==> src/sfb_pkg.sv <==
package sfb_pkg;

  // ************************************************************
  // Register indices (byte address is four times the index)
  // ************************************************************
  localparam logic [7:0] IDX_RATES  = 8'h09;
  localparam logic [7:0] IDX_MODE   = 8'h0A;
  localparam logic [7:0] IDX_CNT_HI = 8'h0B;
  localparam logic [7:0] IDX_CNT_LO = 8'h0C;
  localparam logic [7:0] IDX_PIN1   = 8'h0D;
  localparam logic [7:0] IDX_STATUS = 8'h3B;
  localparam logic [7:0] IDX_FUNC   = 8'h5E;
  localparam logic [7:0] REG_RST    = 8'h00;

  // ************************************************************
  // Field positions
  // ************************************************************
  localparam int GY_LSB     = 4;
  localparam int XL_LSB     = 0;
  localparam int TS_LSB     = 6;
  localparam int TEMP_LSB   = 4;
  localparam int MODE_LSB   = 0;
  localparam int PULSED_BIT = 7;
  localparam int CLR_BIT    = 6;
  localparam int SRC_BIT    = 5;
  localparam int P1_STAMP   = 7;
  localparam int P1_CNT     = 6;
  localparam int P1_FULL    = 5;
  localparam int P1_OVR     = 4;
  localparam int P1_TH      = 3;
  localparam int P1_BOOT    = 2;
  localparam int P1_DRG     = 1;
  localparam int P1_DRX     = 0;
  localparam int ST_HIT     = 0;
  localparam int ST_DRX     = 1;
  localparam int ST_DRG     = 2;
  localparam int ST_DRS     = 3;
  localparam int ST_MODE    = 4;

  // ************************************************************
  // Codes
  // ************************************************************
  localparam logic [3:0] RATE_OFF  = 4'h0;
  localparam logic [3:0] RATE_MAX  = 4'hA;
  localparam logic [3:0] RATE_SLOW = 4'hB;
  localparam logic [2:0] MODE_BYP  = 3'h0;
  localparam logic [2:0] MODE_STOP = 3'h1;
  localparam logic [2:0] MODE_C2S  = 3'h3;
  localparam logic [2:0] MODE_B2C  = 3'h4;
  localparam logic [2:0] MODE_CONT = 3'h6;
  localparam logic [2:0] MODE_B2S  = 3'h7;
  localparam logic [1:0] TS_DIV1   = 2'h1;
  localparam logic [1:0] TS_DIV8   = 2'h2;
  localparam logic [4:0] TS_LAST1  = 5'h00;
  localparam logic [4:0] TS_LAST8  = 5'h07;
  localparam logic [4:0] TS_LAST32 = 5'h1F;
  localparam logic [1:0] RESP_OK   = 2'h0;
  localparam logic [1:0] RESP_ERR  = 2'h2;

  // ************************************************************
  // Timing
  // ************************************************************
  localparam int CLK_NS    = 50;
  localparam int PULSE_NS  = 75000;
  localparam int PULSE_CYC = PULSE_NS / CLK_NS;

  typedef enum logic [2:0] {
    ST_BYPASS = 3'b001,
    ST_STOP   = 3'b010,
    ST_CONT   = 3'b100
  } sfb_state_t;

endpackage : sfb_pkg

==> src/sfb_top.sv <==
// Register access over AXI4-Lite is this design's own decision.
module sfb_top (
  input  wire logic        aclk,
  input  wire logic        aresetn,
  input  wire logic        ce,
  input  wire logic [9:0]  awaddr,
  input  wire logic        awvalid,
  output logic             awready,
  input  wire logic [31:0] wdata,
  input  wire logic [3:0]  wstrb,
  input  wire logic        wvalid,
  output logic             wready,
  output logic [1:0]       bresp,
  output logic             bvalid,
  input  wire logic        bready,
  input  wire logic [9:0]  araddr,
  input  wire logic        arvalid,
  output logic             arready,
  output logic [31:0]      rdata,
  output logic [1:0]       rresp,
  output logic             rvalid,
  input  wire logic        rready,
  input  wire logic        accel_batch_evt,
  input  wire logic        gyro_batch_evt,
  input  wire logic        queue_full,
  input  wire logic        queue_overrun,
  input  wire logic        queue_threshold,
  input  wire logic        boot_status,
  input  wire logic        accel_ready_evt,
  input  wire logic        gyro_ready_evt,
  input  wire logic        stamped_ready_evt,
  input  wire logic        fifo_trigger,
  input  wire logic        i3c_addr_assigned,
  input  wire logic [7:0]  func_events,
  output logic [3:0]       gyro_batch_rate,
  output logic [3:0]       accel_batch_rate,
  output logic [1:0]       temperature_batch_rate,
  output logic             timestamp_batch,
  output logic             queue_store_en,
  output logic             queue_overwrite_en,
  output logic             first_interrupt_pin,
  output logic             ibi_request
);

  // ************************************************************
  // Helpers
  // ************************************************************
  // Orders rate codes by speed; the slow code 1011 ranks below codes 1 to A, above off
  function automatic logic [3:0] rate_rank(input logic [3:0] c);
    if (c == sfb_pkg::RATE_SLOW) begin
      rate_rank = 4'h1;
    end else if (c != sfb_pkg::RATE_OFF && c <= sfb_pkg::RATE_MAX) begin
      rate_rank = c + 4'h1;
    end else begin
      rate_rank = 4'h0;
    end
  endfunction : rate_rank

  function automatic logic idx_is(input logic [9:0] a,
                                  input logic [7:0] idx);
    idx_is = (a[9:2] == idx);
  endfunction : idx_is

  // ************************************************************
  // Register bus
  // ************************************************************
  logic [7:0]  rates_q, mode_q, cnt_hi_q, cnt_lo_q, pin1_q, func_q;
  logic [9:0]  aw_addr_q;
  logic [7:0]  w_data_q;
  logic        w_lane_q, aw_full_q, w_full_q;
  logic        awready_q, wready_q, bvalid_q, arready_q, rvalid_q;
  logic [1:0]  bresp_q, rresp_q;
  logic [31:0] rdata_q;
  logic        aw_take, w_take, wr_do, ar_take, rd_status;
  logic        wr_mode, wr_clr, hit_q;
  logic [2:0]  drdy_q;
  sfb_pkg::sfb_state_t state_q;

  assign aw_take   = awvalid && awready_q;
  assign w_take    = wvalid && wready_q;
  assign wr_do     = aw_full_q && w_full_q && !bvalid_q;
  assign ar_take   = arvalid && arready_q;
  assign rd_status = ar_take && idx_is(araddr, sfb_pkg::IDX_STATUS);
  assign wr_mode   = wr_do && w_lane_q
                     && idx_is(aw_addr_q, sfb_pkg::IDX_MODE);
  assign wr_clr    = wr_do && w_lane_q && w_data_q[sfb_pkg::CLR_BIT]
                     && idx_is(aw_addr_q, sfb_pkg::IDX_CNT_HI);

  // Address and data are taken in either order; one write in flight
  always_ff @(posedge aclk) begin
    if (!aresetn) begin
      aw_full_q <= 1'b0;
      w_full_q  <= 1'b0;
      awready_q <= 1'b0;
      wready_q  <= 1'b0;
      bvalid_q  <= 1'b0;
      bresp_q   <= sfb_pkg::RESP_OK;
      aw_addr_q <= 10'h000;
      w_data_q  <= 8'h00;
      w_lane_q  <= 1'b0;
    end else if (ce) begin
      if (aw_take) begin
        aw_addr_q <= awaddr;
      end
      if (w_take) begin
        w_data_q <= wdata[7:0];
        w_lane_q <= wstrb[0];
      end
      aw_full_q <= (aw_full_q || aw_take) && !wr_do;
      w_full_q  <= (w_full_q || w_take) && !wr_do;
      awready_q <= !(aw_full_q || aw_take) || wr_do;
      wready_q  <= !(w_full_q || w_take) || wr_do;
      if (wr_do) begin
        bvalid_q <= 1'b1;
        bresp_q  <= (idx_is(aw_addr_q, sfb_pkg::IDX_RATES)
                  || idx_is(aw_addr_q, sfb_pkg::IDX_MODE)
                  || idx_is(aw_addr_q, sfb_pkg::IDX_CNT_HI)
                  || idx_is(aw_addr_q, sfb_pkg::IDX_CNT_LO)
                  || idx_is(aw_addr_q, sfb_pkg::IDX_PIN1)
                  || idx_is(aw_addr_q, sfb_pkg::IDX_STATUS)
                  || idx_is(aw_addr_q, sfb_pkg::IDX_FUNC))
                  ? sfb_pkg::RESP_OK : sfb_pkg::RESP_ERR;
      end else if (bready) begin
        bvalid_q <= 1'b0;
      end
    end
  end

  // Configuration registers; the clear bit is never stored
  always_ff @(posedge aclk) begin
    if (!aresetn) begin
      rates_q  <= sfb_pkg::REG_RST;
      mode_q   <= sfb_pkg::REG_RST;
      cnt_hi_q <= sfb_pkg::REG_RST;
      cnt_lo_q <= sfb_pkg::REG_RST;
      pin1_q   <= sfb_pkg::REG_RST;
      func_q   <= sfb_pkg::REG_RST;
    end else if (ce && wr_do && w_lane_q) begin
      case (aw_addr_q[9:2])
        sfb_pkg::IDX_RATES:  rates_q  <= w_data_q;
        sfb_pkg::IDX_MODE:   mode_q   <= {w_data_q[7:4], 1'b0,
                                          w_data_q[2:0]};
        sfb_pkg::IDX_CNT_HI: cnt_hi_q <= {w_data_q[7], 1'b0,
                                          w_data_q[5], 2'b00,
                                          w_data_q[2:0]};
        sfb_pkg::IDX_CNT_LO: cnt_lo_q <= w_data_q;
        sfb_pkg::IDX_PIN1:   pin1_q   <= w_data_q;
        sfb_pkg::IDX_FUNC:   func_q   <= w_data_q;
        default: ;
      endcase
    end
  end

  // Reads answer one cycle after the address is taken
  always_ff @(posedge aclk) begin
    if (!aresetn) begin
      arready_q <= 1'b0;
      rvalid_q  <= 1'b0;
      rdata_q   <= 32'h0000_0000;
      rresp_q   <= sfb_pkg::RESP_OK;
    end else if (ce) begin
      if (ar_take) begin
        arready_q <= 1'b0;
        rvalid_q  <= 1'b1;
        rresp_q   <= sfb_pkg::RESP_OK;
        case (araddr[9:2])
          sfb_pkg::IDX_RATES:  rdata_q <= {24'h000000, rates_q};
          sfb_pkg::IDX_MODE:   rdata_q <= {24'h000000, mode_q};
          sfb_pkg::IDX_CNT_HI: rdata_q <= {24'h000000, cnt_hi_q};
          sfb_pkg::IDX_CNT_LO: rdata_q <= {24'h000000, cnt_lo_q};
          sfb_pkg::IDX_PIN1:   rdata_q <= {24'h000000, pin1_q};
          sfb_pkg::IDX_FUNC:   rdata_q <= {24'h000000, func_q};
          sfb_pkg::IDX_STATUS: rdata_q <= {25'h0, state_q,
                                           drdy_q, hit_q};
          default: begin
            rdata_q <= 32'h0000_0000;
            rresp_q <= sfb_pkg::RESP_ERR;
          end
        endcase
      end else if (rvalid_q && rready) begin
        rvalid_q  <= 1'b0;
        arready_q <= 1'b1;
      end else if (!rvalid_q) begin
        arready_q <= 1'b1;
      end
    end
  end

  // ************************************************************
  // Queue mode sequencing
  // ************************************************************
  // The trigger phase re-arms on every mode write and ends on the
  // trigger's falling edge, so a stale release is never replayed
  logic armed_q, trig_q;
  logic [2:0] mode;
  assign mode = mode_q[sfb_pkg::MODE_LSB +: 3];

  always_ff @(posedge aclk) begin
    if (!aresetn) begin
      armed_q <= 1'b1;
      trig_q  <= 1'b0;
    end else if (ce) begin
      trig_q <= fifo_trigger;
      if (wr_mode) begin
        armed_q <= 1'b1;
      end else if (trig_q && !fifo_trigger) begin
        armed_q <= 1'b0;
      end
    end
  end

  always_ff @(posedge aclk) begin
    if (!aresetn) begin
      state_q <= sfb_pkg::ST_BYPASS;
    end else if (ce) begin
      case (mode)
        sfb_pkg::MODE_BYP:  state_q <= sfb_pkg::ST_BYPASS;
        sfb_pkg::MODE_STOP: state_q <= sfb_pkg::ST_STOP;
        sfb_pkg::MODE_CONT: state_q <= sfb_pkg::ST_CONT;
        sfb_pkg::MODE_C2S:  state_q <= armed_q ? sfb_pkg::ST_CONT
                                               : sfb_pkg::ST_STOP;
        sfb_pkg::MODE_B2C:  state_q <= armed_q ? sfb_pkg::ST_BYPASS
                                               : sfb_pkg::ST_CONT;
        sfb_pkg::MODE_B2S:  state_q <= armed_q ? sfb_pkg::ST_BYPASS
                                               : sfb_pkg::ST_STOP;
        default:            state_q <= sfb_pkg::ST_BYPASS;
      endcase
    end
  end

  logic store_q, ovw_q;
  always_ff @(posedge aclk) begin
    if (!aresetn) begin
      store_q <= 1'b0;
      ovw_q   <= 1'b0;
    end else if (ce) begin
      store_q <= (state_q == sfb_pkg::ST_CONT)
              || (state_q == sfb_pkg::ST_STOP && !queue_full);
      ovw_q   <= (state_q == sfb_pkg::ST_CONT);
    end
  end

  // ************************************************************
  // Timestamp decimation
  // ************************************************************
  logic [3:0] gy_rate, xl_rate;
  logic [1:0] ts_code;
  logic [4:0] ts_cnt_q, ts_last;
  logic       ts_q, ts_evt;
  assign gy_rate = rates_q[sfb_pkg::GY_LSB +: 4];
  assign xl_rate = rates_q[sfb_pkg::XL_LSB +: 4];
  assign ts_code = mode_q[sfb_pkg::TS_LSB +: 2];
  assign ts_evt  = (rate_rank(gy_rate) >= rate_rank(xl_rate))
                   ? gyro_batch_evt : accel_batch_evt;
  assign ts_last = (ts_code == sfb_pkg::TS_DIV1) ? sfb_pkg::TS_LAST1
                 : (ts_code == sfb_pkg::TS_DIV8) ? sfb_pkg::TS_LAST8
                 : sfb_pkg::TS_LAST32;

  always_ff @(posedge aclk) begin
    if (!aresetn) begin
      ts_cnt_q <= 5'h00;
      ts_q     <= 1'b0;
    end else if (ce) begin
      ts_q <= 1'b0;
      if (ts_code == 2'h0) begin
        ts_cnt_q <= 5'h00;
      end else if (ts_evt) begin
        ts_q     <= (ts_cnt_q >= ts_last);
        ts_cnt_q <= (ts_cnt_q >= ts_last) ? 5'h00 : ts_cnt_q + 5'h01;
      end
    end
  end

  // ************************************************************
  // Batching-event counter
  // ************************************************************
  logic [10:0] ev_cnt_q, ev_th;
  logic        ev_in;
  assign ev_th = {cnt_hi_q[2:0], cnt_lo_q};
  assign ev_in = cnt_hi_q[sfb_pkg::SRC_BIT] ? gyro_batch_evt
                                            : accel_batch_evt;

  // A zero threshold never fires; the flag's set beats a read clear
  always_ff @(posedge aclk) begin
    if (!aresetn) begin
      ev_cnt_q <= 11'h000;
      hit_q    <= 1'b0;
    end else if (ce) begin
      if (wr_clr) begin
        ev_cnt_q <= 11'h000;
      end else if (ev_in) begin
        if (ev_th != 11'h000 && ev_cnt_q + 11'h001 == ev_th) begin
          ev_cnt_q <= 11'h000;
        end else begin
          ev_cnt_q <= ev_cnt_q + 11'h001;
        end
      end
      if (!wr_clr && ev_in && ev_th != 11'h000
          && ev_cnt_q + 11'h001 == ev_th) begin
        hit_q <= 1'b1;
      end else if (rd_status) begin
        hit_q <= 1'b0;
      end
    end
  end

  // ************************************************************
  // Data-ready styling
  // ************************************************************
  localparam logic [10:0] PULSE_LAST = 11'(sfb_pkg::PULSE_CYC - 1);
  logic [2:0]  dr_evt;
  logic [10:0] pcnt_q [3];
  assign dr_evt = {stamped_ready_evt, gyro_ready_evt, accel_ready_evt};

  always_ff @(posedge aclk) begin
    if (!aresetn) begin
      drdy_q <= 3'h0;
      for (int i = 0; i < 3; i++) begin
        pcnt_q[i] <= 11'h000;
      end
    end else if (ce) begin
      for (int i = 0; i < 3; i++) begin
        if (cnt_hi_q[sfb_pkg::PULSED_BIT]) begin
          if (dr_evt[i]) begin
            drdy_q[i] <= 1'b1;
            pcnt_q[i] <= PULSE_LAST;
          end else if (pcnt_q[i] != 11'h000) begin
            pcnt_q[i] <= pcnt_q[i] - 11'h001;
          end else begin
            drdy_q[i] <= 1'b0;
          end
        end else begin
          pcnt_q[i] <= 11'h000;
          if (dr_evt[i]) begin
            drdy_q[i] <= 1'b1;
          end else if (rd_status) begin
            drdy_q[i] <= 1'b0;
          end
        end
      end
    end
  end

  // ************************************************************
  // Interrupt routing
  // ************************************************************
  logic pin_q, ibi_q, pin_src, ibi_src;
  assign pin_src = (pin1_q[sfb_pkg::P1_STAMP] && drdy_q[2])
                || (pin1_q[sfb_pkg::P1_CNT]  && hit_q)
                || (pin1_q[sfb_pkg::P1_FULL] && queue_full)
                || (pin1_q[sfb_pkg::P1_OVR]  && queue_overrun)
                || (pin1_q[sfb_pkg::P1_TH]   && queue_threshold)
                || (pin1_q[sfb_pkg::P1_BOOT] && boot_status)
                || (pin1_q[sfb_pkg::P1_DRG]  && drdy_q[1])
                || (pin1_q[sfb_pkg::P1_DRX]  && drdy_q[0])
                || |(func_q & func_events);
  assign ibi_src = (pin1_q[sfb_pkg::P1_FULL] && queue_full)
                || (pin1_q[sfb_pkg::P1_OVR]  && queue_overrun)
                || (pin1_q[sfb_pkg::P1_TH]   && queue_threshold)
                || (pin1_q[sfb_pkg::P1_DRG]  && drdy_q[1])
                || (pin1_q[sfb_pkg::P1_DRX]  && drdy_q[0]);

  always_ff @(posedge aclk) begin
    if (!aresetn) begin
      pin_q <= 1'b0;
      ibi_q <= 1'b0;
    end else if (ce) begin
      pin_q <= !i3c_addr_assigned && pin_src;
      ibi_q <= i3c_addr_assigned && ibi_src;
    end
  end

  assign awready                = awready_q;
  assign wready                 = wready_q;
  assign bvalid                 = bvalid_q;
  assign bresp                  = bresp_q;
  assign arready                = arready_q;
  assign rvalid                 = rvalid_q;
  assign rdata                  = rdata_q;
  assign rresp                  = rresp_q;
  assign gyro_batch_rate        = gy_rate;
  assign accel_batch_rate       = xl_rate;
  assign temperature_batch_rate = mode_q[sfb_pkg::TEMP_LSB +: 2];
  assign timestamp_batch        = ts_q;
  assign queue_store_en         = store_q;
  assign queue_overwrite_en     = ovw_q;
  assign first_interrupt_pin    = pin_q;
  assign ibi_request            = ibi_q;
endmodule : sfb_top

==> config.mk <==
export PLATFORM = sky130hd
export DESIGN_NAME = sfb_top
export DESIGN_NICKNAME = d
export VERILOG_FILES = /design/src/sfb_pkg.sv /design/src/sfb_top.sv
export SDC_FILE = /design/constraint.sdc
export NUM_CORES = 1
export LEC_CHECK = 0
export BUFFER_PORTS_ARGS = -buffer_cell sky130_fd_sc_hd__buf_2
export CORE_ASPECT_RATIO = 0.5
export CORE_MARGIN = 4
export CORE_UTILIZATION = 45
export CTS_CLUSTER_DIAMETER = 80
export CTS_CLUSTER_SIZE = 16
export DETAILED_ROUTE_END_ITERATION = 7
export GPL_TIMING_DRIVEN = 0
export PLACE_DENSITY = 0.73
export SETUP_SLACK_MARGIN = 0.2
export SYNTH_ARGS = -nofsm -noshare
export SYNTH_HDL_FRONTEND = slang
export SYNTH_SLANG_ARGS = --single-unit
==> constraint.sdc <==
create_clock -name aclk -period 4.7 [get_ports aclk]
set_input_delay 0.47 -clock aclk [delete_from_list [all_inputs] [get_ports aclk]]
set_output_delay 0.47 -clock aclk [all_outputs]
set_load 0.05 [all_outputs]
==> results of run 1 <==
## logic make-up (layout without fill, tap and decap cells)
logic type               after synthesis  after routing  share of synthesized area (%)
AO/OA/AOI/OAI                        176            176                          14.82
XOR/XNOR                              40             40                          4.870
adder cells (fa/ha/maj)               24             24                          3.812
buffers and inverters                 86            198                          5.734
flip-flops                           141            141                          40.37
multiplexers                          62             62                          7.977
other                                  1             26                        0.04801
AND/OR/NAND/NOR                      337            337                          22.38
## cell usage in the layout, fill, tap and decap left out, drive strengths merged, types with 12 or more instances in the layout
cell    Yosys  routed
buf        36     116
dfxtp     108     108
nand2     104     104
mux2i      60      60
nor2       58      58
nor2b      52      52
a21oi      45      45
clkbuf     25      42
o21ai      35      35
inv        25      34
edfxtp     33      33
a21boi     29      29
xnor2      29      29
nand3      29      29
conb        1      26
ha         23      23
nor3       23      23
nand2b     13      13
nor4       12      12
## registers in the layout, summed over array words and instances (netlist names), 3 cells and up
signal     count
cnt_hi_q       5
rates_q        8
ev_cnt_q      11
cnt_lo_q       8
w_data_q       8
rdata          8
func_q         8
pin1_q         8
drdy_q         3
aw_addr_q      8
ts_cnt_q       5
state_q        3
pcnt_q        33
mode_q         7
## layer usage
metal / up-vias / wire (µm)
met2: 143 / 9764
met4: 0 / 239
met5: - / 0
li1: 3267 / -
met3: 24 / 812
met1: 3197 / 9231
## report_power, final
group          internal, W  leakage (nW)  switching (W)  total, W
Sequential         0.00126          1.24      0.0000267   0.00129
Combinational    0.0000888          2.22       0.000156  0.000245
Clock             0.000703         0.272       0.000608   0.00131
## tightest hold or removal path, cell delays in order
cell	delay [ns]
buf_2	0.10
nand2_1	0.04
a21boi_0	0.06
## path summary, 6_finish.rpt
path                                  from      endpoint  slack [ns]
worst min-delay path             awaddr[4]  aw_addr_q[4]        0.29
worst max-delay path            rates_q[4]   ts_cnt_q[4]        1.46
worst max register to register  rates_q[4]   ts_cnt_q[4]        1.46
worst min register to register    rdata[6]      rdata[6]        0.45
## final cells by class
cell class,instances,area [µm²]
Tap cell,227,284.0
Timing Repair Buffer,80,400.4
Sequential cell,141,3153
Fill cell,1511,7521
Multi-Input combinational cell,665,4304
Clock buffer,17,425.4
Buffer,61,354.1
Clock inverter,15,145.1
Inverter,25,93.84
## metrics by stage
step	area [µm²]	util [%]
after floorplan	7905	-
after global placement	8589	51.49
after detailed placement	8589	51.49
after CTS	9160	54.91
after global routing	9160	54.91
final	9160	54.91
==> results.md, run 1 <==
- First-pass GRT wire length: 32,460 µm
- Core ar.: 16,680 µm²
- DRC: 0
- Worst Reg2Reg Path Length in Cells: 13
- Cell count along the critical path: 13
- CTS clk-pin slew, worst paths: 0.07 ns
- Via-to-Cell Ratio: 5.387
- Setup Skew: 0.01113 ns
- M1 GR Usage: 26.48%
- Setup WS pre-CTS: 1.494 ns
- Pin count of the biggest net entering global routing: 17
- Critical path's top delay family: compound AO/OA/AOI/OAI gates
- Post-synth top area share: 27.68%
- Critical Path Start Type: flop
- Global routing's busiest layer: met2
- Vias: 6,631
- Core Rows: 33
- Total power: 0.002844 W
- Critical Path End Type: flop
- Final ANT Viol Nets: 0
- Slowest cell on crit path: dfxtp_1
- FMAX: 308.9 MHz
- Synth top area cells: dfxtp_1, edfxtp_1, mux2i_1, nand2_1, nor2b_1
- Crit path DAT: 3.58 ns
- Post-CTS sizing: 0
- GRT Total Usage: 20.43%
- Commonest cells post-synth: dfxtp_1, nand2_1, mux2i_1
- TritonCTS Buffers: 17
- Wire length per cell: 16.29 µm
- Io pins: 139
- GRT met2 Usage: 36.04%
- Number of synthesized register bits: 141
- CTS Hold Buffers Added: 0
- Clk Latency, worst-skew pair: 0.44 ns
- Diodes inserted: 0
- Status: finished, final reports clean
- Crit Path Class: reg2reg
- Slew Viols, Final: 0
- Worst hold path type: in2reg
- Worst setup margin: 1.462 ns
- Total Die Area: 19,660 µm²
- Sink Count: 141
- Required @ worst endpoint: 5.04 ns
- Fin nets: 1,097
- Clock tree buffer depth: 2
- Post-Syn Area: 7811 µm²
- Crit path cell chain: inv_1 -> ha_1 -> o21ai_0 -> a22o_1 -> o21a_1 -> ha_1 -> nand2b_1 -> a21o_1 -> a21o_1 -> a21oi_1 -> mux2i_1 -> or3_1 -> o31ai_1
- Remaining Overflow, GRT: 0
- Dpl cells: 1,199
- Bufs and invs on worst path: 1
- WHS: 0.2907 ns
- Post-synth cell types: 71
- Most used DFF post-synth: dfxtp_1
- Vias in the first global route: 6,409
- Gpl congestion: 0.9156
- Chip width: 194.3 µm
- RSZ-0062 raised after global routing: false
- Period utilisation layout: 68.88%
- Power Density: 310.5 nW/µm²
- Count leader, synth: dfxtp_1
- Max-cap violations: 0
- Share of post-route cells with drive strength above 1: 16.33%
- Synth-to-Final Area Change: 17.27%
- Grt met3 use: 3.057%
- Worst rel slew slack: 41.24%
- H-tree depth: 4
- IO buf count: 80
- Setup_tns: 0 ns
- Detail Placement HPWL: 14,820 µm
- CTS tree: done
- DR iter-0 viols: 464
- Max stage delay on crit path: 0.47 ns
- Hold depth: 3
- Antenna violations before repair: 0
- Syn Area/Cell: 9.010 µm²
- EDFF count, synth: 33
- Dominant cell type by area after synthesis: dfxtp_1
- Fraction of registers with async set/reset: 0%
- Synth Warn #: 0
- Pre-antenna DRT Iters: 5
- Final count of hold timing violations: 0
- Layout Cells excl Fill: 1,231
- Final setup vio count: 0
- Worst-path fanout max: 6
- Worst slew pin tran: 0.8747 ns
- Synth Instances: 867
- Initial Utilization: 46.83%
- Minimum clock period: 3.238 ns
- Clk root buf: clkbuf_16
- Worst vdd ir: 0.0002798 V
- Register area share after synthesis: 40.37%
- Drt total wl: 20,050 µm
- Die Ht: 101.2 µm
- LEAKAGE: 3.733 nW
- Post-CTS repair timing setup buffer count: 0
Note: power is estimated with default switching activity, not from simulation.
==> run 2, diff against run 1 <==
Clock period 4.7 ns to 3 ns, I/O delays scaled along.
==> results.md, run 2 (synthesized netlist as in run 1, its figures left out) <==
- Biggest register: pcnt_q
- Total power: 0.004396 W (+55%)
- Max reg flops: 33 (unchanged)
- Commonest non-fill, non-tap cells in the layout: nand2_1, dfxtp_1, buf_2, mux2i_1, nor2_1
- IO buf count: 80 (unchanged)
- Switching Fraction: 27.23% (-0.59 points)
- Final ANT Viol Nets: 0 (unchanged)
- CTS Hold Buffers Added: 0 (unchanged)
- Remaining Overflow, GRT: 0 (unchanged)
- RSZ-0062 raised after global routing: true
- Clk root buf: clkbuf_16
- First-pass GRT wire length: 32,180 µm (-0.85%)
- Antenna violations before repair: 0 (unchanged)
- CTS tree: done
- Power Density: 471.4 nW/µm² (+52%)
- Vias in the first global route: 6,457 (+0.75%)
- Slew Viols, Final: 0 (unchanged)
- LEAKAGE: 3.801 nW (+1.8%)
- H-tree depth: 4 (unchanged)
- Sequential share of power: 45.9% (+0.6 points)
- Detail Placement HPWL: 15,170 µm (+2.4%)
- Slowest cell on crit path: dfxtp_4
- Dpl cells: 1,199 (unchanged)
- Critical Path End Type: flop
- Core ar.: 16,680 µm² (unchanged)
- Diodes inserted: 0 (unchanged)
- Max stage delay on crit path: 0.40 ns (-0.07 ns)
- DR iter-0 viols: 451 (-2.8%)
- Critical path's top delay family: compound AO/OA/AOI/OAI gates
- Io pins: 139 (unchanged)
- Critical Path Most Common Cell: a21o_1
- Final setup vio count: 0 (unchanged)
- Crit Path Class: reg2reg
- Crit path DAT: 3.06 ns (-0.52 ns)
- Sw power: 0.001197 W (+51%)
- Worst-path fanout max: 5 (-1)
- Final count of hold timing violations: 0 (unchanged)
- Crit path cell chain: inv_4 -> ha_4 -> a22o_1 -> o21a_1 -> ha_1 -> nand2b_4 -> a21o_1 -> a21o_1 -> a21oi_4 -> mux2i_2 -> buf_4 -> o22ai_1 -> and2_1
- Setup Skew: 0.01129 ns (+0.0001666 ns)
- Core Rows: 33 (unchanged)
- TritonCTS Buffers: 17 (unchanged)
- Initial Utilization: 46.83% (unchanged)
- Setup_tns: 0 ns (unchanged)
- Critical Path Start Type: flop
- Clock tree buffer depth: 2 (unchanged)
- Wire length per cell: 16.38 µm (+0.59%)
- Biggest registers after layout: pcnt_q x33, ev_cnt_q x11
- Pin count of the biggest net entering global routing: 17 (unchanged)
- Minimum clock period: 2.740 ns (-0.4974 ns)
- Bufs and invs on worst path: 2 (+1)
- Share of post-route cells with drive strength above 1: 19.49% (+3.2 points)
- Period utilisation layout: 91.34% (+22 points)
- Chip width: 194.3 µm (unchanged)
- Layout Cells excl Fill: 1,238 (+0.57%)
- Worst rel slew slack: 36.65% (-4.6 points)
- Fin nets: 1,104 (+0.64%)
- Required @ worst endpoint: 3.32 ns (-1.72 ns)
- Gpl congestion: 0.8912 (-2.7%)
- Status: finished, final reports clean
- Fin util: 55.90% (+0.99 points)
- CTS clk-pin slew, worst paths: 0.07 ns (about the same)
- Clk Latency, worst-skew pair: 0.42 ns (-0.02 ns)
- Max-cap violations: 0 (unchanged)
- DRC: 0 (unchanged)
- Worst vdd ir: 0.0005016 V (+79%)
- Logic pwr share: 8.8% (+0.2 points)
- Pre-antenna DRT Iters: 5 (unchanged)
- Die Ht: 101.2 µm (unchanged)
- Int Power: 0.003199 W (+56%)
- Sink Count: 141 (unchanged)
- FMAX: 364.9 MHz (+18%)
- Worst slew pin tran: 0.9430 ns (+0.06828 ns)
- Worst hold path type: in2reg
- Drt total wl: 20,280 µm (+1.2%)
- Total Die Area: 19,660 µm² (unchanged)
- Synth-to-Final Area Change: 19.38%
- Vias: 6,732 (+1.5%)
- Clock Power Share: 45.4% (-0.7 points)
- GRT Total Usage: 20.16% (-0.26 points)
- Via-to-Cell Ratio: 5.438 (+0.95%)
==> run 2: path summary, 6_finish.rpt <==
| check | from | to | slack, ns | depth (start not counted) |
|---|---|---|---|---|
| max | rates_q[5] | timestamp_batch | 0.26 | 13 |
| min | awaddr[5] | aw_addr_q[5] | 0.13 | 3 |
| max reg2reg | rates_q[5] | timestamp_batch | 0.26 | 13 |
| min reg2reg | rdata[6] | rdata[6] | 0.45 | 1 |
==> run 2: final cells by class <==
type                            count  area (µm²)
Multi-Input combinational cell    665        4413
Tap cell                          227       284.0
Clock buffer                       17       425.4
Inverter                           25       98.84
Fill cell                        1470        7356
Timing Repair Buffer               87       452.9
Sequential cell                   141        3171
Buffer                             61       354.1
Clock inverter                     15       126.4
==> run 2: power by group through the flow <==
stage | Combinational [W] | Clock (W) | Sequential [W]
after floorplan | 0.000268 | 0 | 0.00206
after global placement | 0.000372 | 0 | 0.00206
after detailed placement | 0.000378 | 0 | 0.00206
after CTS | 0.000380 | 0.00200 | 0.00202
after global routing | 0.000419 | 0.00208 | 0.00202
final | 0.000385 | 0.00200 | 0.00202
==> run 2: stage by stage <==
step	hold slack, ns	cell area (µm²)	setup slack, ns
after detailed placement	0.4404	8608	-0.01801
final	0.1316	9325	0.2598
after global routing	0.1283	9325	0.1844
after CTS	0.1287	9260	0.1644
after floorplan	0.4403	7924	0.2126
after global placement	0.4351	8608	0.1103
==> run 2: tightest hold or removal path: cells and delay by family <==
kind,cells,cell delay (ns)
buffers and inverters,1,0.09
AO/OA/AOI/OAI,1,0.06
AND/OR/NAND/NOR,1,0.04
==> run 2: repair_timing <==
item,4_1_cts,5_1_grt
setup buffers,7,0
resized for setup,16,17
setup endpoints to repair,5,35
gates cloned,0,0
pin swaps,10,8
==> run 2: per-layer routing <==
metal	vias up	track usage (%)	part of all wire, %	wire [µm]
met5	-	0	0	0
met4	0	6.425	1.3	260
met3	24	3.257	4.8	965
met2	168	35.99	50	10160
met1	3250	25.54	44	8897
li1	3290	-	-	-
==> run 3, diff against run 2 <==
Settings changed: MAX_ROUTING_LAYER from default to met4.
==> results.md, run 3 (synthesized netlist as in run 1, its figures left out) <==
- Clock Power Share: 45.5% (about the same)
- Worst Reg2Reg Path Length in Cells: 11 (-2)
- Minimum clock period: 2.768 ns (+0.02798 ns)
- H-tree depth: 4 (unchanged)
- Detail Placement HPWL: 14,900 µm (-1.8%)
- Diodes inserted: 0 (unchanged)
- Vias in the first global route: 6,580 (+1.9%)
- Share of post-route cells with drive strength above 1: 19.72% (+0.24 points)
- Sw power: 0.001202 W (+0.42%)
- TritonCTS Buffers: 17 (unchanged)
- Antenna violations before repair: 0 (unchanged)
- DRC: 0 (unchanged)
- Register-to-register setup slack: 0.23 ns (-0.03 ns)
- Io pins: 139 (unchanged)
- Max reg flops: 33 (unchanged)
- Clk Latency, worst-skew pair: 0.43 ns (about the same)
- Biggest registers after layout: pcnt_q x33, ev_cnt_q x11
- Max-cap violations: 0 (unchanged)
- Chip width: 194.3 µm (unchanged)
- Gpl congestion: 0.8903 (-0.10%)
- Fin nets: 1,107 (+0.27%)
- Commonest non-fill, non-tap cells in the layout: nand2_1, dfxtp_1, buf_2, mux2i_1, nor2_1
- Logic pwr share: 8.7% (about the same)
- Final count of hold timing violations: 0 (unchanged)
- Sequential share of power: 45.8% (about the same)
- Crit path DAT: 3.12 ns (+0.06 ns)
- Status: finished, final reports clean
- Final ANT Viol Nets: 0 (unchanged)
- Setup WS pre-CTS: -0.06616 ns (-0.04815 ns)
- Worst slew pin tran: 0.9560 ns (+0.01298 ns)
- RSZ-0062 raised after global routing: true
- IO buf count: 80 (unchanged)
- Worst vdd ir: 0.0003356 V (-33%)
- Clock tree buffer depth: 2 (unchanged)
- Dpl cells: 1,199 (unchanged)
- Worst hold path type: in2reg
- FMAX: 361.2 MHz (-1.0%)
- Total power: 0.004407 W (+0.25%)
- Worst setup margin: 0.2318 ns (-0.02798 ns)
- Synth-to-Final Area Change: 19.56%
- Setup Skew: 0.01330 ns (+0.002005 ns)
- Pin count of the biggest net entering global routing: 17 (unchanged)
- Remaining Overflow, GRT: 0 (unchanged)
- Int Power: 0.003205 W (+0.19%)
- Core ar.: 16,680 µm² (unchanged)
- Crit Path Class: reg2reg
- Biggest register: pcnt_q
- Layout Cells excl Fill: 1,241 (+0.24%)
- Switching Fraction: 27.27% (+0.045 points)
- Power Density: 471.9 nW/µm² (+0.10%)
- LEAKAGE: 3.818 nW (+0.45%)
- GRT Total Usage: 20.89% (+0.73 points)
- Worst-path fanout max: 4 (-1)
- Final setup vio count: 0 (unchanged)
- Pre-antenna DRT Iters: 5 (unchanged)
- Wire length per cell: 16.21 µm (-1.0%)
- Via-to-Cell Ratio: 5.413 (-0.45%)
- Critical Path End Type: flop
- Vias: 6,718 (-0.21%)
- CTS tree: done
- Initial Utilization: 46.83% (unchanged)
- Die Ht: 101.2 µm (unchanged)
- Worst rel slew slack: 35.78% (-0.87 points)
- Drt total wl: 20,120 µm (-0.81%)
- Clk root buf: clkbuf_16
- Core Rows: 33 (unchanged)
- Critical Path Start Type: flop
- Setup_tns: 0 ns (unchanged)
- Sink Count: 141 (unchanged)
- Required @ worst endpoint: 3.35 ns (+0.03 ns)
- CTS clk-pin slew, worst paths: 0.07 ns (about the same)
- Slew Viols, Final: 0 (unchanged)
- Hold depth: 3 (unchanged)
- Period utilisation layout: 92.27% (+0.93 points)
- First-pass GRT wire length: 32,220 µm (+0.11%)
- Total Die Area: 19,660 µm² (unchanged)
- DR iter-0 viols: 444 (-1.6%)
[run 3: area by class of cell]
cell class | instances | area (µm²)
Clock inverter | 14 | 126.4
Multi-Input combinational cell | 665 | 4400
Inverter | 25 | 98.84
Buffer | 61 | 354.1
Timing Repair Buffer | 90 | 475.5
Fill cell | 1471 | 7342
Sequential cell | 141 | 3171
Tap cell | 227 | 284.0
Clock buffer | 18 | 429.2
[run 3: metal layers]
| metal | share of wire (%) | up-vias | track usage (%) |
|---|---|---|---|
| met2 | 50 | 176 | 36.85 |
| met5 | 0 | - | - |
| met3 | 5.0 | 25 | 3.955 |
| met1 | 44 | 3222 | 24.89 |
| met4 | 1.1 | 0 | 5.832 |
| li1 | - | 3295 | - |
[run 3: power by group through the flow]
| stage | clock [W] | combinational [W] | sequential, W |
|---|---|---|---|
| after floorplan | 0 | 0.000268 | 0.00206 |
| after global placement | 0 | 0.000372 | 0.00206 |
| after detailed placement | 0 | 0.000378 | 0.00206 |
| after CTS | 0.00203 | 0.000380 | 0.00201 |
| after global routing | 0.00212 | 0.000419 | 0.00202 |
| final | 0.00201 | 0.000383 | 0.00202 |
[run 3: stage by stage]
stage               utilization (%)  area [µm²]  hold WS [ns]
floorplan                         -        7924        0.4403
global placement              51.61        8608        0.4349
detailed placement            51.61        8608        0.4348
CTS                           55.60        9274        0.1164
global route                  55.99        9339        0.1396
finish                        55.99        9339        0.1272
[run 3: final timing paths]
path | from | end
worst min register to register | rdata[4] | rdata[4]
worst min-delay path | awaddr[7] | aw_addr_q[7]
worst max-delay path | rates_q[0] | ts_cnt_q[3]
worst max register to register | rates_q[0] | ts_cnt_q[3]
[run 3: timing repair]
item,CTS,global route
hold buffers,0,0
resized for setup,15,16
pin swaps,10,8
setup endpoints to repair,5,34
setup buffers,8,2
[run 3: worst max-delay path, stage by stage (launching register included)]
cell and delay [ns]:
dfxtp_4 0.35, buf_4 0.14, ha_1 0.24, nor3_2 0.23, o21ai_0 0.14, ha_1 0.30
a21o_1 0.17, a21o_1 0.22, a21oi_4 0.21, mux2i_2 0.10, or3_4 0.37, o31ai_2 0.21
